File: src/rtl/serial_xr_consts.svh
// register offsets, field positions and reset values of the serial transceiver
// assumes a 32-bit apb slave with one aligned word per register
`ifndef SERIAL_XR_CONSTS_SVH
`define SERIAL_XR_CONSTS_SVH
// ----------------------------------------
// register byte offsets
// ----------------------------------------
`define SXR_OFS_DATA   8'h00
`define SXR_OFS_CTRL   8'h04
`define SXR_OFS_STATUS 8'h08
`define SXR_OFS_SYNC   8'h0c
// ----------------------------------------
// status bit positions
// ----------------------------------------
`define SXR_ST_CAN_ACCEPT 0
`define SXR_ST_RX_AVAIL   1
`define SXR_ST_TX_IDLE    2
`define SXR_ST_PAR_ERR    3
`define SXR_ST_OVERRUN    4
`define SXR_ST_FRAME_ERR  5
`define SXR_ST_SYNC_FOUND 6
`define SXR_ST_BREAK      7
// ----------------------------------------
// factor codes and reset values
// ----------------------------------------
`define SXR_FACT_SYNC  2'h0
`define SXR_FACT_X1    2'h1
`define SXR_FACT_X16   2'h2
`define SXR_FACT_X64   2'h3
`define SXR_RST_MODE   8'h00
`define SXR_RST_CMD    8'h00
`define SXR_RST_SYNC   8'h00
`endif

File: src/rtl/serial_xr_pkg.sv
// types used only by the serial transceiver control, not by its bench
// assumes nothing of its surroundings
package serial_xr_pkg;
  // mode word: [7] second stop bit (async) or [7:6] {double, ext} sync, [5] even,
  // [4] parity on, [3:2] length-5, [1:0] factor
  typedef struct packed {
    logic       sync_double;
    logic       sync_ext;
    logic       even;
    logic       par_en;
    logic [1:0] len_code;
    logic [1:0] factor;
  } mode_t;
  typedef struct packed {
    logic hunt;
    logic int_reset;
    logic rsv1;
    logic err_reset;
    logic send_break;
    logic rx_en;
    logic rsv0;
    logic tx_en;
  } cmd_t;
  typedef enum logic [1:0] {T_IDLE, T_RUN} tx_state_t;
  typedef enum logic [2:0] {R_IDLE, R_START, R_BITS, R_HUNT, R_SYNC2} rx_state_t;
endpackage

File: src/rtl/serial_xmit_recv_control.sv
// transmit and receive control of a sync/async serial transceiver
// assumes an apb master on clk; bit clocks, rxd, cts and sync pin are async
//
// What this block does
// - transmit-ready pin gated by transmit enable
// - transmit-ready clears at data write setup
// - status transmit-ready bit ignores transmit enable
// - idle pin high when empty or disabled
// - idle pin stays high while sync fillers shift
// - transmit rate is clock divided by 1/16/64
// - transmit data shifts on bit clock fall
// - async receiver waits for line high once
// - start bit rechecked low at its centre in x16/x64 (x1 goes straight to data bits)
// - missing stop bit sets framing error
// - receive data sampled on bit clock rise
// - receive-available needs enabled receiver, full character
// - unread character overwritten, overrun set
// - read during transfer still sets overrun
// - receive rate is clock divided by 1/16/64
// - sync pin resets to output driven low
// - internal sync found sets pin, status read clears
// - external sync level starts assembly next rise
// - break after two low frames, clears high
// - send only with enable and clear-to-send, except sync fillers after the first character
// - data read clears receive-available
// - first control word is mode, then commands
`timescale 1ns/10ps
`include "serial_xr_consts.svh"

module serial_xmit_recv_control
  import serial_xr_pkg::*;
(
  input  wire logic        clk,
  input  wire logic        srst,
  input  wire logic        psel,
  input  wire logic        penable,
  input  wire logic        pwrite,
  input  wire logic [7:0]  paddr,
  input  wire logic [31:0] pwdata,
  output logic      [31:0] prdata,
  output logic             pready,
  output logic             pslverr,
  input  wire logic        xmit_bit_clock,
  input  wire logic        recv_bit_clock,
  input  wire logic        rxd,
  input  wire logic        cts_n,
  input  wire logic        sync_found_in,
  output logic             sync_found_out,
  output logic             sync_found_oe,
  output logic             txd,
  output logic             xmit_can_accept,
  output logic             xmit_idle_pin,
  output logic             recv_char_available,
  output logic             line_break_flag
);

  // ----------------------------------------
  // helpers
  // ----------------------------------------
  function automatic logic [6:0] factor_of(input logic [1:0] f);
    case (f)
      `SXR_FACT_X16: factor_of = 7'h10;
      `SXR_FACT_X64: factor_of = 7'h40;
      default:       factor_of = 7'h01;
    endcase
  endfunction

  function automatic logic [7:0] len_mask(input logic [3:0] n);
    len_mask = 8'(9'h0ff >> (4'h8 - n));
  endfunction

  // ----------------------------------------
  // pin synchronisers and edge detect
  // ----------------------------------------
  logic [1:0] txc_s_ff, rxc_s_ff, rxd_s_ff, cts_s_ff, syn_s_ff;
  logic       txc_d_ff, rxc_d_ff;

  // first stage feeds only the second; edges look at the second and a delay
  always_ff @(posedge clk)
  begin
    txc_s_ff <= {txc_s_ff[0], xmit_bit_clock};
    rxc_s_ff <= {rxc_s_ff[0], recv_bit_clock};
    rxd_s_ff <= {rxd_s_ff[0], rxd};
    cts_s_ff <= {cts_s_ff[0], cts_n};
    syn_s_ff <= {syn_s_ff[0], sync_found_in};
    txc_d_ff <= txc_s_ff[1];
    rxc_d_ff <= rxc_s_ff[1];
  end

  logic tx_fall, rx_rise, line, cts_ok;
  assign tx_fall = txc_d_ff & ~txc_s_ff[1];
  assign rx_rise = ~rxc_d_ff & rxc_s_ff[1];
  assign line    = rxd_s_ff[1];
  assign cts_ok  = ~cts_s_ff[1];

  // ----------------------------------------
  // control words
  // ----------------------------------------
  mode_t      mode_ff;
  cmd_t       cmd_ff;
  logic       mode_done_ff;
  logic [7:0] sync1_ff, sync2_ff;
  logic       sync_sel_ff;

  logic acc, wr, rd, a_data, a_ctrl, a_stat, a_sync, mapped;
  assign a_data = paddr == `SXR_OFS_DATA;
  assign a_ctrl = paddr == `SXR_OFS_CTRL;
  assign a_stat = paddr == `SXR_OFS_STATUS;
  assign a_sync = paddr == `SXR_OFS_SYNC;
  assign mapped = a_data | a_ctrl | a_stat | a_sync;
  assign acc    = psel & penable & pready;
  assign wr     = acc & pwrite & mapped;
  assign rd     = acc & ~pwrite & mapped;

  logic ireset, is_async, hunt_cmd;
  assign ireset   = wr & a_ctrl & mode_done_ff & pwdata[6];
  assign is_async = mode_ff.factor != `SXR_FACT_SYNC;
  assign hunt_cmd = wr & a_ctrl & mode_done_ff & pwdata[7] & ~is_async;

  logic [3:0] len;
  logic [6:0] fact;
  assign len  = 4'h5 + {2'h0, mode_ff.len_code};
  assign fact = factor_of(mode_ff.factor);

  // first control word is the mode, later ones are commands
  always_ff @(posedge clk)
  begin
    if (srst || ireset)
    begin
      mode_ff      <= mode_t'(`SXR_RST_MODE);
      cmd_ff       <= cmd_t'(`SXR_RST_CMD);
      mode_done_ff <= 1'b0;
    end
    else if (wr && a_ctrl)
    begin
      if (!mode_done_ff)
      begin
        mode_ff      <= mode_t'(pwdata[7:0]);
        mode_done_ff <= 1'b1;
      end
      else
        cmd_ff <= cmd_t'(pwdata[7:0]);
    end
  end

  // sync characters alternate first/second on each write
  always_ff @(posedge clk)
  begin
    if (srst)
    begin
      sync1_ff    <= `SXR_RST_SYNC;
      sync2_ff    <= `SXR_RST_SYNC;
      sync_sel_ff <= 1'b0;
    end
    else if (wr && a_sync)
    begin
      if (sync_sel_ff)
        sync2_ff <= pwdata[7:0];
      else
        sync1_ff <= pwdata[7:0];
      sync_sel_ff <= ~sync_sel_ff;
    end
  end

  // ----------------------------------------
  // transmitter
  // ----------------------------------------
  tx_state_t  tx_st_ff;
  logic [7:0] hold_ff;
  logic       hold_full_ff, filler_ff, tx_started_ff;
  logic [11:0] tx_sh_ff;
  logic [3:0]  tx_left_ff;
  logic [6:0]  tx_div_ff;
  logic        tx_tick;

  assign tx_tick = tx_fall && (tx_div_ff == fact - 7'h01);

  // divider of falling edges into bit slots
  always_ff @(posedge clk)
  begin
    if (srst || ireset || tx_tick)
      tx_div_ff <= 7'h00;
    else if (tx_fall)
      tx_div_ff <= tx_div_ff + 7'h01;
  end

  // frame builder: start, data lsb first, parity, stop bits
  logic [7:0]  tx_word;
  logic        tx_par;
  logic [11:0] tx_frame;
  logic [3:0]  tx_len;
  logic [7:0]  tx_src;
  always_comb
  begin
    tx_src   = hold_full_ff ? hold_ff : sync1_ff;
    tx_word  = tx_src & len_mask(len);
    tx_par   = mode_ff.even ? ^tx_word : ~^tx_word;
    tx_frame = {4'h0, tx_word} | (~12'h000 << (len + {3'h0, mode_ff.par_en}));
    if (mode_ff.par_en)
      tx_frame[len] = tx_par;
    tx_len = len + {3'h0, mode_ff.par_en};
    if (is_async)
    begin
      tx_frame = {tx_frame[10:0], 1'b0};
      tx_len   = tx_len + 4'h2 + {3'h0, mode_ff.sync_double};
    end
  end

  logic tx_go, tx_fill;
  assign tx_go   = hold_full_ff && cmd_ff.tx_en && cts_ok;
  assign tx_fill = !is_async && tx_started_ff && !hold_full_ff;

  // shifter; a disable lets the current character finish
  always_ff @(posedge clk)
  begin
    if (srst || ireset)
    begin
      tx_st_ff      <= T_IDLE;
      txd           <= 1'b1;
      tx_sh_ff      <= 12'hfff;
      tx_left_ff    <= 4'h0;
      filler_ff     <= 1'b0;
      tx_started_ff <= 1'b0;
    end
    else if (tx_tick)
    begin
      if (tx_st_ff == T_RUN && tx_left_ff != 4'h0)
      begin
        txd        <= tx_sh_ff[0] & ~cmd_ff.send_break;
        tx_sh_ff   <= {1'b1, tx_sh_ff[11:1]};
        tx_left_ff <= tx_left_ff - 4'h1;
      end
      else if (tx_go || tx_fill)
      begin
        tx_st_ff      <= T_RUN;
        txd           <= tx_frame[0] & ~cmd_ff.send_break;
        tx_sh_ff      <= {1'b1, tx_frame[11:1]};
        tx_left_ff    <= tx_len - 4'h1;
        filler_ff     <= !tx_go;
        tx_started_ff <= 1'b1;
      end
      else
      begin
        tx_st_ff  <= T_IDLE;
        txd       <= ~cmd_ff.send_break;     // marking unless break
        filler_ff <= 1'b0;
      end
    end
  end

  logic tx_take;
  assign tx_take = tx_tick && tx_go && !(tx_st_ff == T_RUN && tx_left_ff != 4'h0);

  // holding register; ready drops at the setup phase of a data write
  logic wr_setup;
  assign wr_setup = psel && !penable && pwrite && a_data;
  logic can_accept_ff;
  always_ff @(posedge clk)
  begin
    if (srst || ireset)
    begin
      hold_ff       <= 8'h00;
      hold_full_ff  <= 1'b0;
      can_accept_ff <= 1'b0;
    end
    else
    begin
      if (wr && a_data)
      begin
        hold_ff      <= pwdata[7:0];
        hold_full_ff <= 1'b1;
      end
      else if (tx_take)
        hold_full_ff <= 1'b0;
      // held low over the whole data write so the pin cannot bounce before the load
      if (psel && pwrite && a_data)
        can_accept_ff <= 1'b0;
      else
        can_accept_ff <= mode_done_ff && !hold_full_ff;
    end
  end

  // pins: ready masked by enable, idle forced high while disabled
  always_ff @(posedge clk)
  begin
    if (srst)
    begin
      xmit_can_accept <= 1'b0;
      xmit_idle_pin   <= 1'b1;
    end
    else
    begin
      xmit_can_accept <= can_accept_ff && cmd_ff.tx_en && !wr_setup;
      xmit_idle_pin   <= !cmd_ff.tx_en ||
                         (!hold_full_ff && (tx_st_ff == T_IDLE || filler_ff));
    end
  end

  // ----------------------------------------
  // receiver
  // ----------------------------------------
  rx_state_t  rx_st_ff;
  logic       armed_ff, line_d_ff, rx_par_ff;
  logic [7:0] rx_sh_ff, rx_data_ff;
  logic [6:0] rx_cnt_ff;
  logic [3:0] rx_idx_ff;
  logic       avail_ff, par_err_ff, ovr_ff, frm_err_ff, found_ff, brk_ff;

  logic [7:0] rx_new, rx_win;
  logic [6:0] rx_half;
  logic       rx_slot, rx_done, rx_bad_par, rx_bad_stop, found_set;
  logic [3:0] rx_last;
  always_comb
  begin
    rx_new      = {line, rx_sh_ff[7:1]};
    rx_win      = 8'(rx_new >> (4'h8 - len));
    rx_half     = (fact >> 1) - 7'h01;
    rx_slot     = rx_rise && (rx_cnt_ff == fact - 7'h01);
    rx_last     = len + {3'h0, mode_ff.par_en} - {3'h0, ~is_async};
    rx_done     = rx_st_ff == R_BITS && rx_slot && rx_idx_ff == rx_last;
    rx_bad_par  = mode_ff.par_en &&
                  ((rx_par_ff ^ (rx_idx_ff == len ? line : 1'b0)) == mode_ff.even);
    rx_bad_stop = is_async && !line;
    found_set   = rx_rise && !mode_ff.sync_ext &&
                  ((rx_st_ff == R_HUNT && rx_win == sync1_ff && !mode_ff.sync_double) ||
                   (rx_st_ff == R_SYNC2 && rx_idx_ff == len - 4'h1 &&
                    rx_win == sync2_ff));
  end

  // character assembly state machine
  always_ff @(posedge clk)
  begin
    if (srst || ireset)
    begin
      rx_st_ff  <= R_IDLE;
      armed_ff  <= 1'b0;
      line_d_ff <= 1'b1;
      rx_sh_ff  <= 8'hff;
      rx_cnt_ff <= 7'h00;
      rx_idx_ff <= 4'h0;
      rx_par_ff <= 1'b0;
    end
    else if (hunt_cmd)
    begin
      rx_st_ff <= R_HUNT;
      rx_sh_ff <= 8'hff;                     // hunt starts from all ones
    end
    else if (rx_rise && mode_done_ff)
    begin
      line_d_ff <= line;
      rx_cnt_ff <= rx_slot ? 7'h00 : rx_cnt_ff + 7'h01;
      case (rx_st_ff)
        R_IDLE:
        begin
          if (!is_async)
            rx_st_ff <= R_IDLE;
          else if (!armed_ff)
            armed_ff <= line;
          else if (line_d_ff && !line)
          begin
            rx_cnt_ff <= 7'h00;
            rx_idx_ff <= 4'h0;
            rx_par_ff <= 1'b0;
            rx_st_ff  <= (fact == 7'h01) ? R_BITS : R_START;
          end
        end
        R_START:
        begin
          if (rx_cnt_ff == rx_half)
          begin
            rx_cnt_ff <= 7'h00;
            rx_st_ff  <= line ? R_IDLE : R_BITS;
          end
        end
        R_HUNT:
        begin
          rx_sh_ff  <= rx_new;
          rx_idx_ff <= 4'h0;
          rx_par_ff <= 1'b0;
          rx_cnt_ff <= 7'h00;
          if (mode_ff.sync_ext ? syn_s_ff[1] : rx_win == sync1_ff)
            rx_st_ff <= mode_ff.sync_double && !mode_ff.sync_ext ? R_SYNC2 : R_BITS;
        end
        R_SYNC2:
        begin
          rx_sh_ff  <= rx_new;
          rx_idx_ff <= rx_idx_ff + 4'h1;
          if (rx_idx_ff == len - 4'h1)
          begin
            rx_idx_ff <= 4'h0;
            rx_st_ff  <= rx_win == sync2_ff ? R_BITS : R_HUNT;
          end
        end
        R_BITS:
        begin
          if (rx_slot)
          begin
            rx_idx_ff <= rx_idx_ff + 4'h1;
            if (rx_idx_ff < len)
              rx_sh_ff <= rx_new;
            if (rx_idx_ff <= len)
              rx_par_ff <= rx_par_ff ^ line;   // parity bit folds in too
            if (rx_done)
            begin
              rx_idx_ff <= 4'h0;
              rx_par_ff <= 1'b0;
              rx_st_ff  <= is_async ? R_IDLE : R_BITS;
            end
          end
        end
        default: rx_st_ff <= R_IDLE;
      endcase
    end
  end

  // output register and error flags; a set beats a clear in the same cycle, except receiver disable clearing available
  logic data_rd, stat_rd, err_clr;
  assign data_rd = rd && a_data;
  assign stat_rd = rd && a_stat;
  assign err_clr = wr && a_ctrl && mode_done_ff && pwdata[4];
  always_ff @(posedge clk)
  begin
    if (srst || ireset)
    begin
      rx_data_ff <= 8'h00;
      avail_ff   <= 1'b0;
      ovr_ff     <= 1'b0;
      par_err_ff <= 1'b0;
      frm_err_ff <= 1'b0;
    end
    else
    begin
      if (rx_done)   // unused bits read zero; sync without parity ends on a data bit still in flight
        rx_data_ff <= (rx_idx_ff < len) ? rx_win : 8'(rx_sh_ff >> (4'h8 - len));
      if (!cmd_ff.rx_en)
        avail_ff <= 1'b0;
      else if (rx_done)
        avail_ff <= 1'b1;
      else if (data_rd)
        avail_ff <= 1'b0;
      if (rx_done && cmd_ff.rx_en && (avail_ff || data_rd))
        ovr_ff <= 1'b1;
      else if (err_clr)
        ovr_ff <= 1'b0;
      if (rx_done && rx_bad_par)
        par_err_ff <= 1'b1;
      else if (err_clr)
        par_err_ff <= 1'b0;
      if (rx_done && rx_bad_stop)
        frm_err_ff <= 1'b1;
      else if (err_clr)
        frm_err_ff <= 1'b0;
    end
  end

  // break counts receive clock rises while the line stays low
  logic [11:0] brk_cnt_ff;
  logic [11:0] brk_thr;
  assign brk_thr = 12'({5'h0, len + {3'h0, mode_ff.par_en} + 4'h2} * 12'(fact) * 12'h002);
  always_ff @(posedge clk)
  begin
    if (srst || ireset || line || !is_async)
    begin
      brk_cnt_ff <= 12'h000;
      brk_ff     <= 1'b0;
    end
    else if (rx_rise)
    begin
      if (brk_cnt_ff < brk_thr)
        brk_cnt_ff <= brk_cnt_ff + 12'h001;
      else
        brk_ff <= 1'b1;
    end
  end

  // sync found: internal detection or external sync level in hunt; any status read clears
  always_ff @(posedge clk)
  begin
    if (srst || ireset)
      found_ff <= 1'b0;
    else if (found_set || (mode_ff.sync_ext && rx_st_ff == R_HUNT && rx_rise && syn_s_ff[1]))
      found_ff <= 1'b1;
    else if (stat_rd)
      found_ff <= 1'b0;
  end

  // ----------------------------------------
  // pins of the receive side
  // ----------------------------------------
  always_ff @(posedge clk)
  begin
    if (srst)
    begin
      recv_char_available <= 1'b0;
      line_break_flag     <= 1'b0;
      sync_found_out      <= 1'b0;
      sync_found_oe       <= 1'b1;
    end
    else
    begin
      recv_char_available <= avail_ff && !data_rd;
      line_break_flag     <= brk_ff;
      sync_found_out      <= is_async ? brk_ff : found_ff;
      sync_found_oe       <= is_async || !mode_ff.sync_ext;
    end
  end

  // ----------------------------------------
  // apb slave: one wait state, answer registered
  // ----------------------------------------
  logic [7:0] status;
  always_comb
  begin
    status                     = 8'h00;
    status[`SXR_ST_CAN_ACCEPT] = can_accept_ff;
    status[`SXR_ST_RX_AVAIL]   = avail_ff;
    status[`SXR_ST_TX_IDLE]    = xmit_idle_pin;
    status[`SXR_ST_PAR_ERR]    = par_err_ff;
    status[`SXR_ST_OVERRUN]    = ovr_ff;
    status[`SXR_ST_FRAME_ERR]  = frm_err_ff;
    status[`SXR_ST_SYNC_FOUND] = found_ff;
    status[`SXR_ST_BREAK]      = brk_ff;
  end

  always_ff @(posedge clk)
  begin
    if (srst)
    begin
      pready  <= 1'b0;
      pslverr <= 1'b0;
      prdata  <= 32'h0000_0000;
    end
    else
    begin
      pready  <= psel && penable && !pready;
      pslverr <= psel && penable && !pready && !mapped;
      if (psel && penable && !pready && !pwrite)
        prdata <= a_data ? {24'h0, rx_data_ff} :
                  a_stat ? {24'h0, status} :
                  a_sync ? {24'h0, sync1_ff} : 32'h0000_0000;
    end
  end

endmodule

File: config.mk
export PLATFORM = sky130hd
export DESIGN_NAME = serial_xmit_recv_control
export DESIGN_NICKNAME = d
export VERILOG_FILES = /design/src/rtl/serial_xr_pkg.sv /design/src/rtl/serial_xmit_recv_control.sv
export VERILOG_INCLUDE_DIRS = /design/src /design/src/rtl
export SDC_FILE = /design/constraint.sdc
export NUM_CORES = 1
export LEC_CHECK = 0
export ABC_AREA = 1
export BUFFER_PORTS_ARGS = -buffer_cell sky130_fd_sc_hd__clkbuf_2
export CORE_MARGIN = 2
export CORE_UTILIZATION = 45
export DETAILED_ROUTE_END_ITERATION = 8
export HOLD_SLACK_MARGIN = 0.02
export PLACE_DENSITY_LB_ADDON = 0.08
export SKIP_LAST_GASP = 1
export SLEW_MARGIN = 40
export SYNTH_ARGS = -nofsm -noshare
export SYNTH_HDL_FRONTEND = slang
export SYNTH_SLANG_ARGS = --single-unit
File: constraint.sdc
create_clock -name clk -period 4.9 [get_ports clk]
set_input_delay 0.49 -clock clk [delete_from_list [all_inputs] [get_ports clk]]
set_output_delay 0.49 -clock clk [all_outputs]
set_load 0.1 [all_outputs]
# After elaboration in Yosys (flattened, before gate mapping)
# Cells that the tools add are included.
# totals
inputBits,50
reg_bits,170
out_inout_bits,41
word_cells,341
# op_classes
n_addsub,15
mux,74
n_eq_ne,39
multipliers,1
n_reduce_logical,114
bitwise,34
shifts,4
magnitude_cmp,5
# ops
cell,count
2-to-1 mux 8 bit,7
logical AND 1 bit,51
2-to-1 mux 12 bit,4
2-to-1 mux 4 bit,9
2-to-1 mux 7 bit,5
2-to-1 mux 1 bit,27
2-to-1 mux 3 bit,9
AND reduction 8 bit,3
== test 7 bit,3
one-hot mux 7 bit (3 select lines),1
nonzero test 2 bit,10
AND reduction 2 bit,9
== test 8 x 4 -> 1 bit (second input constant),2
== test 8 bit,2
one-hot mux 4 bit (4 select lines),1
one-hot mux 8 bit (2 select lines),1
right shift 8 x 4 -> 8 bit,2
AND 1 bit,15
inequality test 3 bit (second input constant),5
one-hot mux 3 bit (5 select lines),1
adder 7 x 1 -> 7 bit (second input constant),2
logical NOT 1 bit,14
one-hot mux 7 bit (2 select lines),1
adder 12 x 1 -> 12 bit (second input constant),1
other kinds (51),101

# Logic depth before layout (Yosys ltp)
# depth
ltp_word,12
depth_mapped,27
ltp_nobuf,25

# Worst setup path after synthesis
# OpenSTA, ideal clock, no wires.
# synth_path
path_type,reg2reg
startpoint,register mode_ff[2] in the netlist's numbering
endpoint,register brk_cnt_ff[8]
period_less_slack_ps,4726
slack_ps,174
path_stages_with_launch,27
t_arrival_ps,4640
path_buffers,3
required_ps,4814
setup_ps,86
cell_sequence,dfxtp_1 -> buf_2 -> buf_2 -> inv_1 -> ha_1 -> inv_1 -> fa_1 -> inv_1 -> ha_1 -> inv_1 -> ha_1 -> inv_1 -> nor2_1 -> ha_1 -> ha_1 -> ha_1 -> a31o_2 -> inv_1 -> ha_1 -> a21oi_1 -> o21ai_0 -> a21oi_1 -> nand2_1 -> nor2_1 -> clkbuf_1 -> a21oi_1 -> a211oi_1
# synth_between
elab_chain_len,6
# synth_rtl
item,line_no,rtl
from (decl),serial_xmit_recv_control.sv:99,mode_t mode_ff;
from (signal assigned),serial_xmit_recv_control.sv:130,mode_ff <= mode_t'(`SXR_RST_MODE);
from (signal assigned),serial_xmit_recv_control.sv:138,mode_ff <= mode_t'(pwdata[7:0]);
adder 3 x 2 -> 4 bit,serial_xmit_recv_control.sv:122,"assign len = 4'h5 + {2'h0, mode_ff.len_code};"
adder 4 x 1 -> 4 bit,serial_xmit_recv_control.sv:459,"assign brk_thr = 12'({5'h0, len + {3'h0, mode_ff.par_en} + 4'h2} * 12'(fact) * 12'h002);"
adder 4 x 2 -> 4 bit,serial_xmit_recv_control.sv:459,
multiplier 4 x 7 -> 11 bit,serial_xmit_recv_control.sv:459,
less-than comparator 12 bit,serial_xmit_recv_control.sv:469,if (brk_cnt_ff < brk_thr)
AND reduction 2 bit (no source line),--,
to (signal assigned),serial_xmit_recv_control.sv:470,brk_cnt_ff <= brk_cnt_ff + 12'h001;
to (decl),serial_xmit_recv_control.sv:457,logic [11:0] brk_cnt_ff;
# No other way between the ends.
# A chain may end at the register's enable or synchronous reset.

# Worst setup path after layout
# layout_path
startpoint,register mode_ff[4] in the netlist's numbering
endpoint,register brk_cnt_ff[5]
# layout_between
elab_chain_len,5
# layout_rtl
item,line_no
adder 4 x 1 -> 4 bit,serial_xmit_recv_control.sv:459
adder 4 x 2 -> 4 bit,serial_xmit_recv_control.sv:459
multiplier 4 x 7 -> 11 bit,serial_xmit_recv_control.sv:459
less-than comparator 12 bit,serial_xmit_recv_control.sv:469
AND reduction 2 bit (no source line),--
# No other way between the ends.

==> flow_metrics.env <==
export IMPL_status="finished, final reports clean"
export IMPL_antenna_found_initial=0
export IMPL_drive_gt1_share_pct=9.65
export IMPL_tightest_slew_ps=708
export IMPL_ir_drop_mv=0.244
export IMPL_p_sw_share_pct=27.6
export IMPL_viasPerCell=5.08
export IMPL_cts_sinks=144
export IMPL_path_common_cell="ha_1"
export IMPL_syn_area_um2=8500
export IMPL_core_um2=18600
export IMPL_rsz0062_at_grt="no"
export IMPL_syn_inst=1231
export IMPL_dp_hpwl_um=16200
export IMPL_seqPwrFrac_pct=43.5
export IMPL_arrival_ps=4750
export IMPL_synth_async_sr_flop_share_pct=0
export IMPL_yosysWarnings=0
export IMPL_drtPass1Iterations=5
export IMPL_setup_ws_ps=494
export IMPL_hold_path_class="in -> reg"
export IMPL_relSlewSlack_pct=52.8
export IMPL_timing_setup_tns_ps=0
export IMPL_clk_latency_ps=430
export IMPL_r2r_slack_ps=490
export IMPL_startpoint_type="flip-flop"
export IMPL_syn_to_final_growth_pct=10.6
export IMPL_power_density_nw_per_um2=290
export IMPL_dp_slack_ps=300
export IMPL_crit_type="reg -> reg"
export IMPL_maxSlewViolCount=0
export IMPL_rows=50
export IMPL_cp_cell_sequence="ha_1, inv_1, fa_1, inv_1, ha_1, inv_1, ha_1, inv_1, nor2_1, ha_1, ha_1, ha_1, a31o_2, inv_1, ha_1, a21oi_1, o21ai_0, a21oi_1, nand2_1, nor2_1, inv_2, nor2_1, nor2_1, nor3b_1"
export IMPL_routed_wl_um=21800
export IMPL_required_ps=5240
export IMPL_die_w_um=141
export IMPL_gp_congestion=0.859
export IMPL_cts_buffer_depth=2
export IMPL_p_switching_mw=0.752
export IMPL_power_mw=2.73
export IMPL_worst_setup_path_end_kind="flip-flop"
export IMPL_grt_pass1_wl_um=36200
export IMPL_slowest_delay_ps=480
export IMPL_max_freq_ghz=0.227
export IMPL_cp_slowest_cell="dfxtp_1"
export IMPL_synth_edff_count=0
export IMPL_final_cell_mix="nand2_1 (289), inv_1 (147), dfxtp_1 (144)"
export IMPL_cts_tree="done"
export IMPL_finalCritPeriodShare_pct=89.9
export IMPL_grt_pass1_vias=7234
export IMPL_leakage_nw=4.14
export IMPL_cts_buffers=17
export IMPL_wire_per_inst_um=14.4
export IMPL_p_int_mw=1.97
export IMPL_synth_area_per_cell_um2=6.90
export IMPL_synth_main_ff_cell="dfxtp_1"
export IMPL_ys_ff_latch=144
export IMPL_io_pin_count=91
export IMPL_antenna_cells=0
export IMPL_ys_types=55
export IMPL_track_usage_pct=22.7
export IMPL_finalHoldViolations=0
export IMPL_cap_violations=0
export IMPL_first_iter_violations=472
export IMPL_grt_overflow=0
export IMPL_setup_viol=0
export IMPL_clkSlewWorstSetupHoldPaths_ps=70
export IMPL_clkPwrFrac_pct=49.6
export IMPL_fin_crit_ps=4410
export IMPL_crit_fanout=9
export IMPL_grt_max_degree=45
export IMPL_skew_ps=7.50
export IMPL_final_common_cell="nand2_1"
export IMPL_via_count=7660
export IMPL_htree_num_levels=4
export IMPL_initial_core_util_pct=45.6
export IMPL_ant_nets=0
export IMPL_yosysSeqAreaShare_pct=33.9
export IMPL_root_buffer="clkbuf_16"
export IMPL_drc_errors=0
export IMPL_pwr_share_comb_pct=6.9
export IMPL_die_area_um2=20000
export IMPL_io_buffers=42
export IMPL_fin_nets=1356
export IMPL_die_h_um=141
## cell type report
cell class                 instances  area (µm²)
clock buffer                      17         425
clock inverter                    15         175
fill                            1964        9250
inverter                         155         587
multi-input combinational        896        4780
sequential                       144        2880
tap                              234         293
timing repair buffer              48         255
## cells by family (layout without fill, tap and decap cells)
group / after synthesis / after routing / share of synthesized area [%]
other: 1 / 24 / 0.0441
xor gates and xnor gates: 38 / 38 / 3.92
and+or+nand+nor: 560 / 560 / 29.2
AOI/OAI and AO/OA: 230 / 230 / 15.4
adders and majority gates: 44 / 44 / 6.57
DFF: 144 / 144 / 33.9
buffers and inverters: 214 / 235 / 11.0
## stage by stage
stage | instance area (µm²) | hold WS, ps | std cells | util (%)
2_1_floorplan | 8590 | 310 | 1254 | -
3_3_place_gp | 8790 | 310 | 1477 | 47.2
3_5_place_dp | 8790 | 312 | 1477 | 47.2
4_1_cts | 9400 | 141 | 1509 | 50.4
5_1_grt | 9400 | 143 | 1509 | 50.4
6_report | 9400 | 157 | 1509 | 50.4
## flip-flops by register name, summed over array words and instances (netlist names), 3 cells and up
register    cells
cmd_ff          3
tx_sh_ff       11
tx_div_ff       7
tx_left_ff      4
rx_cnt_ff       7
mode_ff         8
rx_data_ff      8
prdata          8
sync2_ff        8
hold_ff         8
sync1_ff        8
brk_cnt_ff     12
rx_idx_ff       4
rx_sh_ff        8
rx_st_ff        3
## path summary, 6_finish.rpt
kind / start / endpoint / depth (start not counted)
setup / recovery: mode_ff[4] / brk_cnt_ff[5] / 24
hold / removal: rxd / rxd_s_ff[0] / 1
setup reg to reg: mode_ff[4] / brk_cnt_ff[5] / 24
hold reg to reg: rxc_s_ff[0] / rxc_s_ff[1] / 0
## power by group through the flow
stage | sequential [mW] | clock, mW | combinational, mW
after CTS | 1.19 | 1.38 | 0.186
after global routing | 1.19 | 1.43 | 0.197
final | 1.19 | 1.35 | 0.187
after global placement | 1.21 | 0 | 0.186
after detailed placement | 1.21 | 0 | 0.186
after floorplan | 1.24 | 0 | 0.138
## Yosys cell counts, types with 2 or more instances
| library cell | n | area share [%] |
|---|---|---|
| o2111ai_1 | 3 | 0.31 |
| buf_4 | 26 | 2.3 |
| ha_1 | 43 | 6.3 |
| a22oi_1 | 2 | 0.18 |
| dfxtp_1 | 144 | 34 |
| nand3_2 | 2 | 0.24 |
| a31oi_1 | 13 | 0.96 |
| o211ai_1 | 18 | 1.6 |
| clkbuf_1 | 20 | 0.88 |
| nor2_1 | 115 | 5.1 |
| nor2_8 | 2 | 0.47 |
| xnor2_1 | 9 | 0.93 |
| nor2_2 | 5 | 0.37 |
| nand4_1 | 9 | 0.66 |
| nand2_4 | 5 | 0.66 |
| nor4_1 | 3 | 0.22 |
| nand3_1 | 80 | 4.7 |
| buf_1 | 2 | 0.088 |
| nand2_1 | 289 | 13 |
| o21ai_1 | 4 | 0.24 |
| o311ai_0 | 2 | 0.21 |
| inv_1 | 148 | 6.5 |
| a21boi_0 | 2 | 0.18 |
| nor3b_1 | 4 | 0.35 |
| o21ai_0 | 72 | 4.2 |
| or2_2 | 9 | 0.66 |
| o22ai_1 | 10 | 0.74 |
| inv_4 | 2 | 0.15 |
| xor2_1 | 29 | 3.0 |
| nor3_1 | 26 | 1.5 |
| nor3_4 | 2 | 0.38 |
| inv_2 | 3 | 0.13 |
| a21oi_1 | 89 | 5.2 |
| a211oi_1 | 6 | 0.53 |
| o31ai_1 | 3 | 0.26 |
| buf_6 | 2 | 0.26 |
| clkinv_1 | 2 | 0.088 |
| buf_2 | 9 | 0.53 |
## worst max-delay path, delay by kind of cell (launching register included)
family	cells	cell delay [ps]
AOI/OAI and AO/OA	4	590
and+or+nand+nor	6	690
DFF	1	480
adders and majority gates	8	2030
buffers and inverters	6	530
## layer usage
layer	vias up	track usage [%]	part of all wire (%)
met5	-	0	0
met4	0	5.89	1.3
met3	21	3.98	3.6
met2	138	36.9	45
met1	3459	31.3	50
li1	4042	-	-
## what timing repair did
item                                    in CTS  in global routing
endpoints found under the setup margin       0                  4
buffers inserted                             0                  0
hold buffers                                 0                  0
gates resized for setup                      0                  1
Power figures use the tool's default switching activity.
